--- src/sys_decode_pkg.sv ---
package sys_decode_pkg;
    localparam logic [7:0] OP_ESC      = 8'h0f;
    localparam logic [7:0] OP_SETPAR   = 8'h9a;
    localparam logic [7:0] OP_SETSGN   = 8'h98;
    localparam logic [7:0] OP_GRP_TBL  = 8'h01;
    localparam logic [7:0] OP_GRP_SEL  = 8'h00;
    localparam logic [7:0] OP_SMENTRY  = 8'h38;
    localparam logic [7:0] OP_DLS_IMM  = 8'ha4;
    localparam logic [7:0] OP_DLS_CNT  = 8'ha5;
    localparam logic [7:0] OP_DRS_IMM  = 8'hac;
    localparam logic [7:0] OP_DRS_CNT  = 8'had;
    localparam logic [6:0] OP_SH_ONE   = 7'h68;  // d0/d1 without w
    localparam logic [6:0] OP_SH_CNT   = 7'h69;  // d2/d3
    localparam logic [6:0] OP_SH_IMM   = 7'h60;  // c0/c1
    localparam logic [7:0] OP_SETCF    = 8'hf9;
    localparam logic [7:0] OP_SETDF    = 8'hfd;
    localparam logic [7:0] OP_SETIF    = 8'hfb;
    localparam logic [2:0] EXT_000     = 3'h0;
    localparam logic [2:0] EXT_001     = 3'h1;
    localparam logic [2:0] EXT_100     = 3'h4;
    localparam logic [2:0] EXT_101     = 3'h5;
    localparam logic [1:0] MOD_REG     = 2'h3;
    localparam logic [5:0] CLK_1       = 6'h01;
    localparam logic [5:0] CLK_2       = 6'h02;
    localparam logic [5:0] CLK_4       = 6'h04;
    localparam logic [5:0] CLK_5       = 6'h05;
    localparam logic [5:0] CLK_6       = 6'h06;
    localparam logic [5:0] CLK_7       = 6'h07;
    localparam logic [5:0] CLK_55      = 6'h37;
    // flag effect codes
    localparam logic [1:0] FX_KEEP     = 2'h0;
    localparam logic [1:0] FX_WRITE    = 2'h1;
    localparam logic [1:0] FX_UNDEF    = 2'h2;
    localparam logic [1:0] FX_ONE      = 2'h3;
    // flag slots in the effect vector
    localparam int FL_OF = 0;
    localparam int FL_DF = 1;
    localparam int FL_IF = 2;
    localparam int FL_SF = 3;
    localparam int FL_ZF = 4;
    localparam int FL_AF = 5;
    localparam int FL_PF = 6;
    localparam int FL_CF = 7;
    typedef enum logic [4:0] {
        OPK_NONE, OPK_SETPAR, OPK_SETSGN, OPK_SGT, OPK_SIT, OPK_SLS, OPK_STS, OPK_SMW,
        OPK_SMI, OPK_SHL, OPK_SHR, OPK_DSL, OPK_DSR, OPK_STC, OPK_STD, OPK_STI
    } op_kind_t;
    typedef enum { ST_OP, ST_ESC, ST_MODRM, ST_DISP, ST_IMM } dec_state_t;
endpackage

--- src/sys_decode.sv ---
`timescale 1ns/1ps
module sys_decode
    import sys_decode_pkg::*;
(
    // clock and reset
    input  wire logic        clk_sys,
    input  wire logic        rst,
    // instruction byte stream
    input  wire logic        byte_valid,
    input  wire logic [7:0]  byte_data,
    input  wire logic [2:0]  disp_len,       // displacement bytes implied by modrm, from address logic
    input  wire logic        prot_mode,
    input  wire logic        op_size32,
    input  wire logic        iopl_ok,        // privilege check for interrupt enable
    // decoded instruction
    output logic             dec_valid_ff,
    output op_kind_t         dec_kind_ff,
    output logic [5:0]       dec_clocks_ff,
    output logic             dec_fault_ff,   // illegal in this mode or privilege
    output logic [1:0]       dec_size_ff,    // 0 byte, 1 word, 2 dword
    output logic             dec_reg_op_ff,
    output logic [2:0]       dec_rm_ff,
    output logic [7:0]       dec_imm_ff,
    output logic             dec_use_cl_ff,
    output logic [15:0]      dec_flags_ff
);
    // ----------------------------------------------------------------
    // byte sequencer
    // ----------------------------------------------------------------
    dec_state_t state_ff;
    logic       esc_ff;
    logic [7:0] op_ff;
    logic [2:0] disp_cnt_ff;
    logic       done;
    logic [7:0] mrm;
    logic       need_imm;
    logic       has_modrm;

    assign mrm = byte_data;
    // immediate only for c0/c1 and double shifts with immediate
    assign need_imm = esc_ff ? (op_ff == OP_DLS_IMM || op_ff == OP_DRS_IMM) : (op_ff[7:1] == OP_SH_IMM);

    // which opcodes carry a modrm byte
    always_comb begin
        if (state_ff == ST_ESC) begin   // escape flag is stale once back at an opcode byte
            has_modrm = (byte_data != OP_SMENTRY);
        end else begin
            has_modrm = (byte_data[7:1] == OP_SH_ONE) || (byte_data[7:1] == OP_SH_CNT)
                        || (byte_data[7:1] == OP_SH_IMM);
        end
    end

    // state walk through opcode, modrm, displacement, immediate
    always_ff @(posedge clk_sys) begin
        if (rst) begin
            state_ff    <= ST_OP;
            esc_ff      <= 1'b0;
            op_ff       <= 8'h00;
            disp_cnt_ff <= 3'h0;
        end else if (byte_valid) begin
            case (state_ff)
                ST_OP: begin
                    op_ff <= byte_data;
                    if (byte_data == OP_ESC) begin
                        esc_ff   <= 1'b1;
                        state_ff <= ST_ESC;
                    end else begin
                        esc_ff   <= 1'b0;
                        state_ff <= has_modrm ? ST_MODRM : ST_OP;
                    end
                end
                ST_ESC: begin
                    op_ff    <= byte_data;
                    state_ff <= has_modrm ? ST_MODRM : ST_OP;
                end
                ST_MODRM: begin
                    disp_cnt_ff <= disp_len;
                    if (disp_len != 3'h0) begin
                        state_ff <= ST_DISP;
                    end else begin
                        state_ff <= need_imm ? ST_IMM : ST_OP;
                    end
                end
                ST_DISP: begin
                    disp_cnt_ff <= disp_cnt_ff - 3'h1;
                    if (disp_cnt_ff == 3'h1) begin
                        state_ff <= need_imm ? ST_IMM : ST_OP;
                    end
                end
                ST_IMM: begin
                    state_ff <= ST_OP;   // exactly one immediate byte
                end
                default: begin
                    state_ff <= ST_OP;
                end
            endcase
        end
    end

    // ----------------------------------------------------------------
    // classification
    // ----------------------------------------------------------------
    logic       fin_op;     // opcode without modrm finishes here
    logic       fin_mrm;    // last byte after modrm
    logic [7:0] cur_op;
    logic [2:0] ext_ff;
    logic [1:0] mod_ff;
    logic [2:0] rm_ff;

    assign cur_op  = byte_data;
    assign fin_op  = byte_valid && (state_ff == ST_OP || state_ff == ST_ESC) && !has_modrm
                     && !(state_ff == ST_OP && byte_data == OP_ESC);
    assign fin_mrm = byte_valid && ((state_ff == ST_MODRM && disp_len == 3'h0 && !need_imm)
                     || (state_ff == ST_DISP && disp_cnt_ff == 3'h1 && !need_imm)
                     || state_ff == ST_IMM);
    assign done    = fin_op || fin_mrm;

    // modrm field capture
    always_ff @(posedge clk_sys) begin
        if (rst) begin
            mod_ff <= 2'h0;
            ext_ff <= 3'h0;
            rm_ff  <= 3'h0;
        end else if (byte_valid && state_ff == ST_MODRM) begin
            mod_ff <= mrm[7:6];
            ext_ff <= mrm[5:3];
            rm_ff  <= mrm[2:0];
        end
    end

    logic [1:0] c_mod;
    logic [2:0] c_ext;
    logic [2:0] c_rm;
    assign c_mod = (state_ff == ST_MODRM) ? mrm[7:6] : mod_ff;
    assign c_ext = (state_ff == ST_MODRM) ? mrm[5:3] : ext_ff;
    assign c_rm  = (state_ff == ST_MODRM) ? mrm[2:0] : rm_ff;

    op_kind_t   nxt_kind;
    logic [5:0] nxt_clocks;
    logic       nxt_fault;
    logic       nxt_cl;
    logic [15:0] nxt_flags;

    // opcode and extension to kind, clocks and flag effects
    always_comb begin
        nxt_kind   = OPK_NONE;
        nxt_clocks = CLK_1;
        nxt_fault  = 1'b0;
        nxt_cl     = 1'b0;
        nxt_flags  = '0;   // all unchanged
        if (fin_op && state_ff == ST_ESC && cur_op == OP_SMENTRY) begin
            nxt_kind   = OPK_SMI;
            nxt_clocks = CLK_55;
        end else if (fin_op) begin
            case (cur_op)
                OP_SETCF: begin
                    nxt_kind = OPK_STC;
                    nxt_flags[2*FL_CF +: 2] = FX_ONE;
                end
                OP_SETDF: begin
                    nxt_kind   = OPK_STD;
                    nxt_clocks = CLK_7;
                    nxt_flags[2*FL_DF +: 2] = FX_ONE;
                end
                OP_SETIF: begin
                    nxt_kind   = OPK_STI;
                    nxt_clocks = CLK_7;
                    nxt_fault  = prot_mode && !iopl_ok;
                    nxt_flags[2*FL_IF +: 2] = nxt_fault ? FX_KEEP : FX_ONE;
                end
                default: nxt_kind = OPK_NONE;
            endcase
        end else if (fin_mrm && esc_ff) begin
            case (op_ff)
                OP_SETPAR: nxt_kind = (c_ext == EXT_000) ? OPK_SETPAR : OPK_NONE;
                OP_SETSGN: nxt_kind = (c_ext == EXT_000) ? OPK_SETSGN : OPK_NONE;
                OP_GRP_TBL: begin
                    if (c_ext == EXT_000) begin
                        nxt_kind   = OPK_SGT;
                        nxt_clocks = CLK_4;
                    end else if (c_ext == EXT_001) begin
                        nxt_kind   = OPK_SIT;
                        nxt_clocks = CLK_4;
                    end else if (c_ext == EXT_100) begin
                        nxt_kind   = OPK_SMW;
                        nxt_clocks = CLK_6;
                    end
                end
                OP_GRP_SEL: begin
                    if (c_ext == EXT_000 || c_ext == EXT_001) begin
                        nxt_kind   = (c_ext == EXT_000) ? OPK_SLS : OPK_STS;
                        nxt_clocks = (c_ext == EXT_000) ? CLK_1 : CLK_4;
                        nxt_fault  = !prot_mode;
                    end
                end
                OP_DLS_IMM, OP_DLS_CNT, OP_DRS_IMM, OP_DRS_CNT: begin
                    nxt_kind   = (op_ff[3]) ? OPK_DSR : OPK_DSL;
                    nxt_cl     = op_ff[0];
                    nxt_clocks = op_ff[0] ? CLK_5 : CLK_4;
                    nxt_flags  = {FX_WRITE, FX_WRITE, FX_UNDEF, FX_WRITE, FX_WRITE, FX_KEEP, FX_KEEP, FX_UNDEF};
                end
                default: nxt_kind = OPK_NONE;
            endcase
        end else if (fin_mrm && (c_ext == EXT_100 || c_ext == EXT_101)) begin
            nxt_kind   = (c_ext == EXT_100) ? OPK_SHL : OPK_SHR;
            nxt_cl     = (op_ff[7:1] == OP_SH_CNT);
            nxt_clocks = nxt_cl ? CLK_2 : CLK_1;
            nxt_flags  = {FX_WRITE, FX_WRITE, FX_UNDEF, FX_WRITE, FX_WRITE, FX_KEEP, FX_KEEP,
                          (op_ff[7:1] == OP_SH_ONE) ? FX_WRITE : FX_UNDEF};
        end
    end

    // ----------------------------------------------------------------
    // output registers
    // ----------------------------------------------------------------
    logic [1:0] nxt_size;
    always_comb begin
        if (nxt_kind == OPK_SHL || nxt_kind == OPK_SHR) begin
            nxt_size = !op_ff[0] ? 2'h0 : (op_size32 ? 2'h2 : 2'h1);
        end else if (nxt_kind == OPK_SETPAR || nxt_kind == OPK_SETSGN) begin
            nxt_size = 2'h0;   // one byte written
        end else begin
            nxt_size = op_size32 ? 2'h2 : 2'h1;
        end
    end

    always_ff @(posedge clk_sys) begin
        if (rst) begin
            dec_valid_ff  <= 1'b0;
            dec_kind_ff   <= OPK_NONE;
            dec_clocks_ff <= 6'h00;
            dec_fault_ff  <= 1'b0;
            dec_size_ff   <= 2'h0;
            dec_reg_op_ff <= 1'b0;
            dec_rm_ff     <= 3'h0;
            dec_imm_ff    <= 8'h00;
            dec_use_cl_ff <= 1'b0;
            dec_flags_ff  <= 16'h0000;
        end else begin
            dec_valid_ff <= done;
            if (done) begin
                dec_kind_ff   <= nxt_kind;
                dec_clocks_ff <= nxt_clocks;
                dec_fault_ff  <= nxt_fault;
                dec_size_ff   <= nxt_size;
                dec_reg_op_ff <= fin_mrm && (c_mod == MOD_REG);
                dec_rm_ff     <= c_rm;
                dec_imm_ff    <= (state_ff == ST_IMM) ? byte_data : 8'h00;   // shift count
                dec_use_cl_ff <= nxt_cl;
                dec_flags_ff  <= nxt_flags;
            end
        end
    end

    // ----------------------------------------------------------------
    // checks
    // ----------------------------------------------------------------
    a_smi_clocks: assert property (@(posedge clk_sys) disable iff (rst)
        dec_valid_ff && dec_kind_ff == OPK_SMI |-> dec_clocks_ff == CLK_55)
        else $error("entry clocks wrong");
    a_sel_prot_only: assert property (@(posedge clk_sys) disable iff (rst)
        dec_valid_ff && (dec_kind_ff == OPK_SLS || dec_kind_ff == OPK_STS) |-> dec_fault_ff == !$past(prot_mode))
        else $error("selector store mode check wrong");
    a_table_clocks: assert property (@(posedge clk_sys) disable iff (rst)
        dec_valid_ff && (dec_kind_ff == OPK_SGT || dec_kind_ff == OPK_SIT) |-> dec_clocks_ff == CLK_4)
        else $error("table store clocks wrong");
    a_msw_clocks: assert property (@(posedge clk_sys) disable iff (rst)
        dec_valid_ff && dec_kind_ff == OPK_SMW |-> dec_clocks_ff == CLK_6)
        else $error("status word clocks wrong");
    a_shift_clocks: assert property (@(posedge clk_sys) disable iff (rst)
        dec_valid_ff && (dec_kind_ff == OPK_SHL || dec_kind_ff == OPK_SHR)
        |-> dec_clocks_ff == (dec_use_cl_ff ? CLK_2 : CLK_1))
        else $error("shift clocks wrong");
    a_dshift_flags: assert property (@(posedge clk_sys) disable iff (rst)
        dec_valid_ff && (dec_kind_ff == OPK_DSL || dec_kind_ff == OPK_DSR)
        |-> dec_flags_ff[2*FL_OF +: 2] == FX_UNDEF && dec_clocks_ff == (dec_use_cl_ff ? CLK_5 : CLK_4))
        else $error("double shift decode wrong");
    a_flag_set_only: assert property (@(posedge clk_sys) disable iff (rst)
        dec_valid_ff && dec_kind_ff == OPK_STC |-> dec_flags_ff == {FX_ONE, 14'h0000})
        else $error("carry set touches other flags");
    a_imm_one_byte: assert property (@(posedge clk_sys) disable iff (rst)
        byte_valid && state_ff == ST_IMM |=> state_ff == ST_OP && dec_valid_ff)
        else $error("immediate byte count wrong");
    a_byte_set: assert property (@(posedge clk_sys) disable iff (rst)
        dec_valid_ff && dec_kind_ff == OPK_SETPAR |-> dec_size_ff == 2'h0 && dec_clocks_ff == CLK_1)
        else $error("set byte decode wrong");
endmodule

--- config.mk ---
export PLATFORM = sky130hd
export DESIGN_NAME = sys_decode
export DESIGN_NICKNAME = d
export VERILOG_FILES = /design/src/sys_decode_pkg.sv /design/src/sys_decode.sv
export SDC_FILE = /design/constraint.sdc
export NUM_CORES = 1
export LEC_CHECK = 0
export ABC_CLOCK_PERIOD_IN_PS = 3000
export BUFFER_PORTS_ARGS = -buffer_cell sky130_fd_sc_hd__buf_2
export CAP_MARGIN = 40
export CORE_MARGIN = 2
export CORE_UTILIZATION = 55
export CTS_CLUSTER_DIAMETER = 120
export DETAILED_ROUTE_END_ITERATION = 12
export PLACE_DENSITY = 0.85
export SLEW_MARGIN = 40
export SYNTH_ARGS = -nofsm -noshare
export SYNTH_HDL_FRONTEND = slang
export SYNTH_SLANG_ARGS = --single-unit
--- constraint.sdc ---
create_clock -name clk_sys -period 3 [get_ports clk_sys]
set_clock_uncertainty 0.15 [all_clocks]
set_input_delay 0.3 -clock clk_sys [delete_from_list [all_inputs] [get_ports clk_sys]]
set_output_delay 0.3 -clock clk_sys [all_outputs]
set_load 0.005 [all_outputs]
==> results_dict.tcl <==
set metrics [dict create \
    r2r_slack_ps 230 \
    final_hold_violating_endpoints 0 \
    worst-r2r-cell-count 7 \
    total_of_flip_flops_plus_latches_after_synthesis 55 \
    worst-path-max-fanout 17 \
    detail_route.wl_per_cell_microns 15.5 \
    design.core.area_sq_um 5440 \
    final.min_clock_period_ps 2770 \
    htree_num_levels 2 \
    globalRouteTotalUtil_pct 25.0 \
    critPathLaunchType "flip-flop" \
    worst_hold_path.num_cells 3 \
    cts_resized 0 \
    power-per-cell-area_nw_per_um2 399 \
    avgViaCountPerCell 5.98 \
    final_min_period_over_clock_period_pct 92.4 \
    maxCapViolCount 0 \
    intPower_w 0.000970 \
    floorplan.rows 27 \
    power_spent_charging_and_discharging_nets_w 0.000372 \
    critical_path_required_ps 3090 \
    worst-setup-path-type "flip-flop to flip-flop" \
    worstMarginPinSlew_ps 709 \
    synthesis.area_sq_um 3060 \
    min_to "op_ff[6]$_SDFFE_PP0P_" \
    rsz0062_at_grt "false" \
    finalWeightedCongestion 0.911 \
    antenna_found_initial 0 \
    yosysWarnings 0 \
    cts-buffers-inserted 5 \
    grt_pass1_vias 2583 \
    dr_total_vias 2959 \
    floorplan.die.width_microns 78.6 \
    timing.critical_path.to_type "flip-flop" \
    ctsHoldBuffers 0 \
    timing.setup.tns_ps 0 \
    reg2reg_to "dec_size_ff[0]$_SDFFE_PP0P_" \
    chipHeight_microns 78.6 \
    final_design_area_no_fill_sq_um 3360 \
    drive_above_1_share_pct 21.3 \
    grt_remaining_overflow 0 \
    postSynthCellCount 389 \
    drtIter0Drc 269 \
    first_pass_grt_wire_length_microns 12400 \
    drt_pass1_iterations 5 \
    ys.flop_type "sky130_fd_sc_hd__dfxtp_1" \
    placement.io_buffers 54 \
    post_synth_num_cell_types 65 \
    finalNetCount 441 \
    mostFrequentLayoutCells "55 x sky130_fd_sc_hd__dfxtp_1, 54 x sky130_fd_sc_hd__buf_2, 52 x sky130_fd_sc_hd__nand2_1, 42 x sky130_fd_sc_hd__a21oi_1, 34 x sky130_fd_sc_hd__nor2_1" \
    place.detailed.instances 487 \
    clkSinkCount 55 \
    synthesis.area_per_instance_sq_um 7.87 \
    worst_skew_pair.late_latency_ps 310 \
    cp_data_arrival_time_ps 2860 \
    final-instance-count-excl-fill 495 \
    routed_wirelength_microns 7650 \
    postRouteAntennaNets 0 \
    postSynth.asyncResetShare_pct 0 \
    clk_transition_reported_paths_ps 100 \
    hp-class "primary input to flip-flop" \
    sequential_area_share_after_synthesis_pct 35.9 \
    power.combinational.fraction_pct 11.6 \
    worst_slew_margin_rel_pct 52.6 \
    timing.final.max_slew_violations 0 \
    timing.hold.worst.start "byte_data[6]" \
    post_cts.repair.setup_buffers 0 \
    vdd_drop_max_uv 352 \
    mostFrequentLayoutCell "sky130_fd_sc_hd__dfxtp_1" \
    worstReg2RegStart "state_ff[0]$_SDFFE_PP0P_" \
    finalSetupViolCount 0 \
    die_area_sq_um 6180 \
    ctsRootBufferMaster "sky130_fd_sc_hd__clkbuf_8" \
    grt_max_degree 35 \
    p_sw_share_pct 27.7 \
    outcome "complete, no violations" \
    max_freq_mhz 361 \
    area_growth_pct 9.76 \
    total_leakage_power_nw 1.26 \
    starting_density_of_the_core_pct 56.3 \
    antenna-diode-count 0 \
    power.clock.fraction_pct 31.5 \
    drc 0 \
    power_frac_seq_pct 56.9 \
    post-dp-hpwl_microns 5560 \
    cts_tree "built" \
    io-pin-count 61 \
    clock_path_buffers 2 \
    synth_edf_count 0 \
    placed_area_sq_um 3270 \
]
through the flow:
stage	util (%)	setup slack (ps)	total power, W	hold slack [ps]
4_1_cts	61.8	276	0.00135	150
6_report	61.8	229	0.00134	157
5_1_grt	61.8	66.8	0.00140	152
3_3_place_gp	60.1	355	0.000929	288
3_5_place_dp	60.1	344	0.000933	291
2_1_floorplan	-	531	0.000889	286
worst max-delay path by stage:
stage | startpoint | to | slack (ps)
floorplan | state_ff[1]$_SDFFE_PP0P_ | dec_size_ff[0]$_SDFFE_PP0P_ | 530
global placement | state_ff[0]$_SDFFE_PP0P_ | dec_size_ff[0]$_SDFFE_PP0P_ | 350
detailed placement | state_ff[1]$_SDFFE_PP0P_ | dec_size_ff[0]$_SDFFE_PP0P_ | 340
CTS | state_ff[0]$_SDFFE_PP0P_ | dec_size_ff[0]$_SDFFE_PP0P_ | 280
global route | state_ff[0]$_SDFFE_PP0P_ | dec_size_ff[0]$_SDFFE_PP0P_ | 70
finish | state_ff[0]$_SDFFE_PP0P_ | dec_size_ff[0]$_SDFFE_PP0P_ | 230
final cells by class:
| class | count | area [sq um] |
|---|---|---|
| sequential | 55 | 1100 |
| clock inverter | 3 | 25.0 |
| inverter | 9 | 33.8 |
| fill | 488 | 2080 |
| timing repair buffer | 63 | 338 |
| tap | 72 | 90.1 |
| clock buffer | 5 | 68.8 |
| multi-input combinational | 288 | 1710 |
layer usage:
layer / vias up / routed length [microns] / GRT usage (%)
li1: 1438 / - / -
met4: 0 / 148 / 7.19
met3: 16 / 515 / 5.29
met5: - / 0 / 0
met2: 123 / 3610 / 40.9
met1: 1382 / 3370 / 33.3
cells in the mapped netlist (3+ instances only):
master,count,area (sq um)
sky130_fd_sc_hd__nor3b_1,3,22.5
sky130_fd_sc_hd__a21oi_1,42,210
sky130_fd_sc_hd__and2_1,4,25.0
sky130_fd_sc_hd__clkbuf_1,18,67.6
sky130_fd_sc_hd__nor3_1,10,50.1
sky130_fd_sc_hd__a211oi_1,9,67.6
sky130_fd_sc_hd__buf_6,4,45.0
sky130_fd_sc_hd__inv_1,9,33.8
sky130_fd_sc_hd__a31oi_1,4,25.0
sky130_fd_sc_hd__nand2_1,52,195
sky130_fd_sc_hd__nand2b_1,5,31.3
sky130_fd_sc_hd__nand3_1,21,105
sky130_fd_sc_hd__buf_4,12,90.1
sky130_fd_sc_hd__o21ai_0,22,110
sky130_fd_sc_hd__nor2b_1,3,18.8
sky130_fd_sc_hd__nand4_1,5,31.3
sky130_fd_sc_hd__mux2i_1,8,80.1
sky130_fd_sc_hd__o31ai_1,3,22.5
sky130_fd_sc_hd__dfxtp_1,55,1100
sky130_fd_sc_hd__buf_2,7,35.0
sky130_fd_sc_hd__nor4_1,4,25.0
sky130_fd_sc_hd__nand4b_1,4,35.0
sky130_fd_sc_hd__nor2_1,34,128
cells by family (layout without fill, tap and decap cells):
logic type	after synthesis	after routing	share of synthesized area (%)
xor gates and xnor gates	2	2	0.817
adders and majority gates	2	2	0.817
AOI/OAI and AO/OA	105	105	22.1
buffers and inverters	51	80	8.99
and+or+nand+nor	164	164	28.2
DFF	55	55	35.9
muxes	9	9	2.98
other	1	6	0.122
power by group through the flow:
stage	Sequential, W	Clock [W]	Combinational, W
2_1_floorplan	0.000775	0	0.000114
3_3_place_gp	0.000779	0	0.000150
3_5_place_dp	0.000780	0	0.000153
4_1_cts	0.000763	0.000429	0.000153
5_1_grt	0.000766	0.000461	0.000172
6_report	0.000764	0.000423	0.000156
flip-flops by register name (all words and copies together) (netlist names), 3 cells and up:
signal         count
op_ff              8
ext_ff             3
disp_cnt_ff        3
dec_flags_ff       7
state_ff           3
rm_ff              3
dec_kind_ff        4
dec_rm_ff          3
dec_imm_ff         8
dec_clocks_ff      4
worst max-delay path: stages (launching register included):
cell	delay (ps)
sky130_fd_sc_hd__dfxtp_1	510
sky130_fd_sc_hd__nor3b_4	520
sky130_fd_sc_hd__mux2i_1	370
sky130_fd_sc_hd__a21boi_0	130
sky130_fd_sc_hd__o31ai_1	340
sky130_fd_sc_hd__a21oi_1	140
sky130_fd_sc_hd__a2111o_1	460
sky130_fd_sc_hd__o211ai_2	70
No activity file was read; power rests on OpenSTA's default activity.
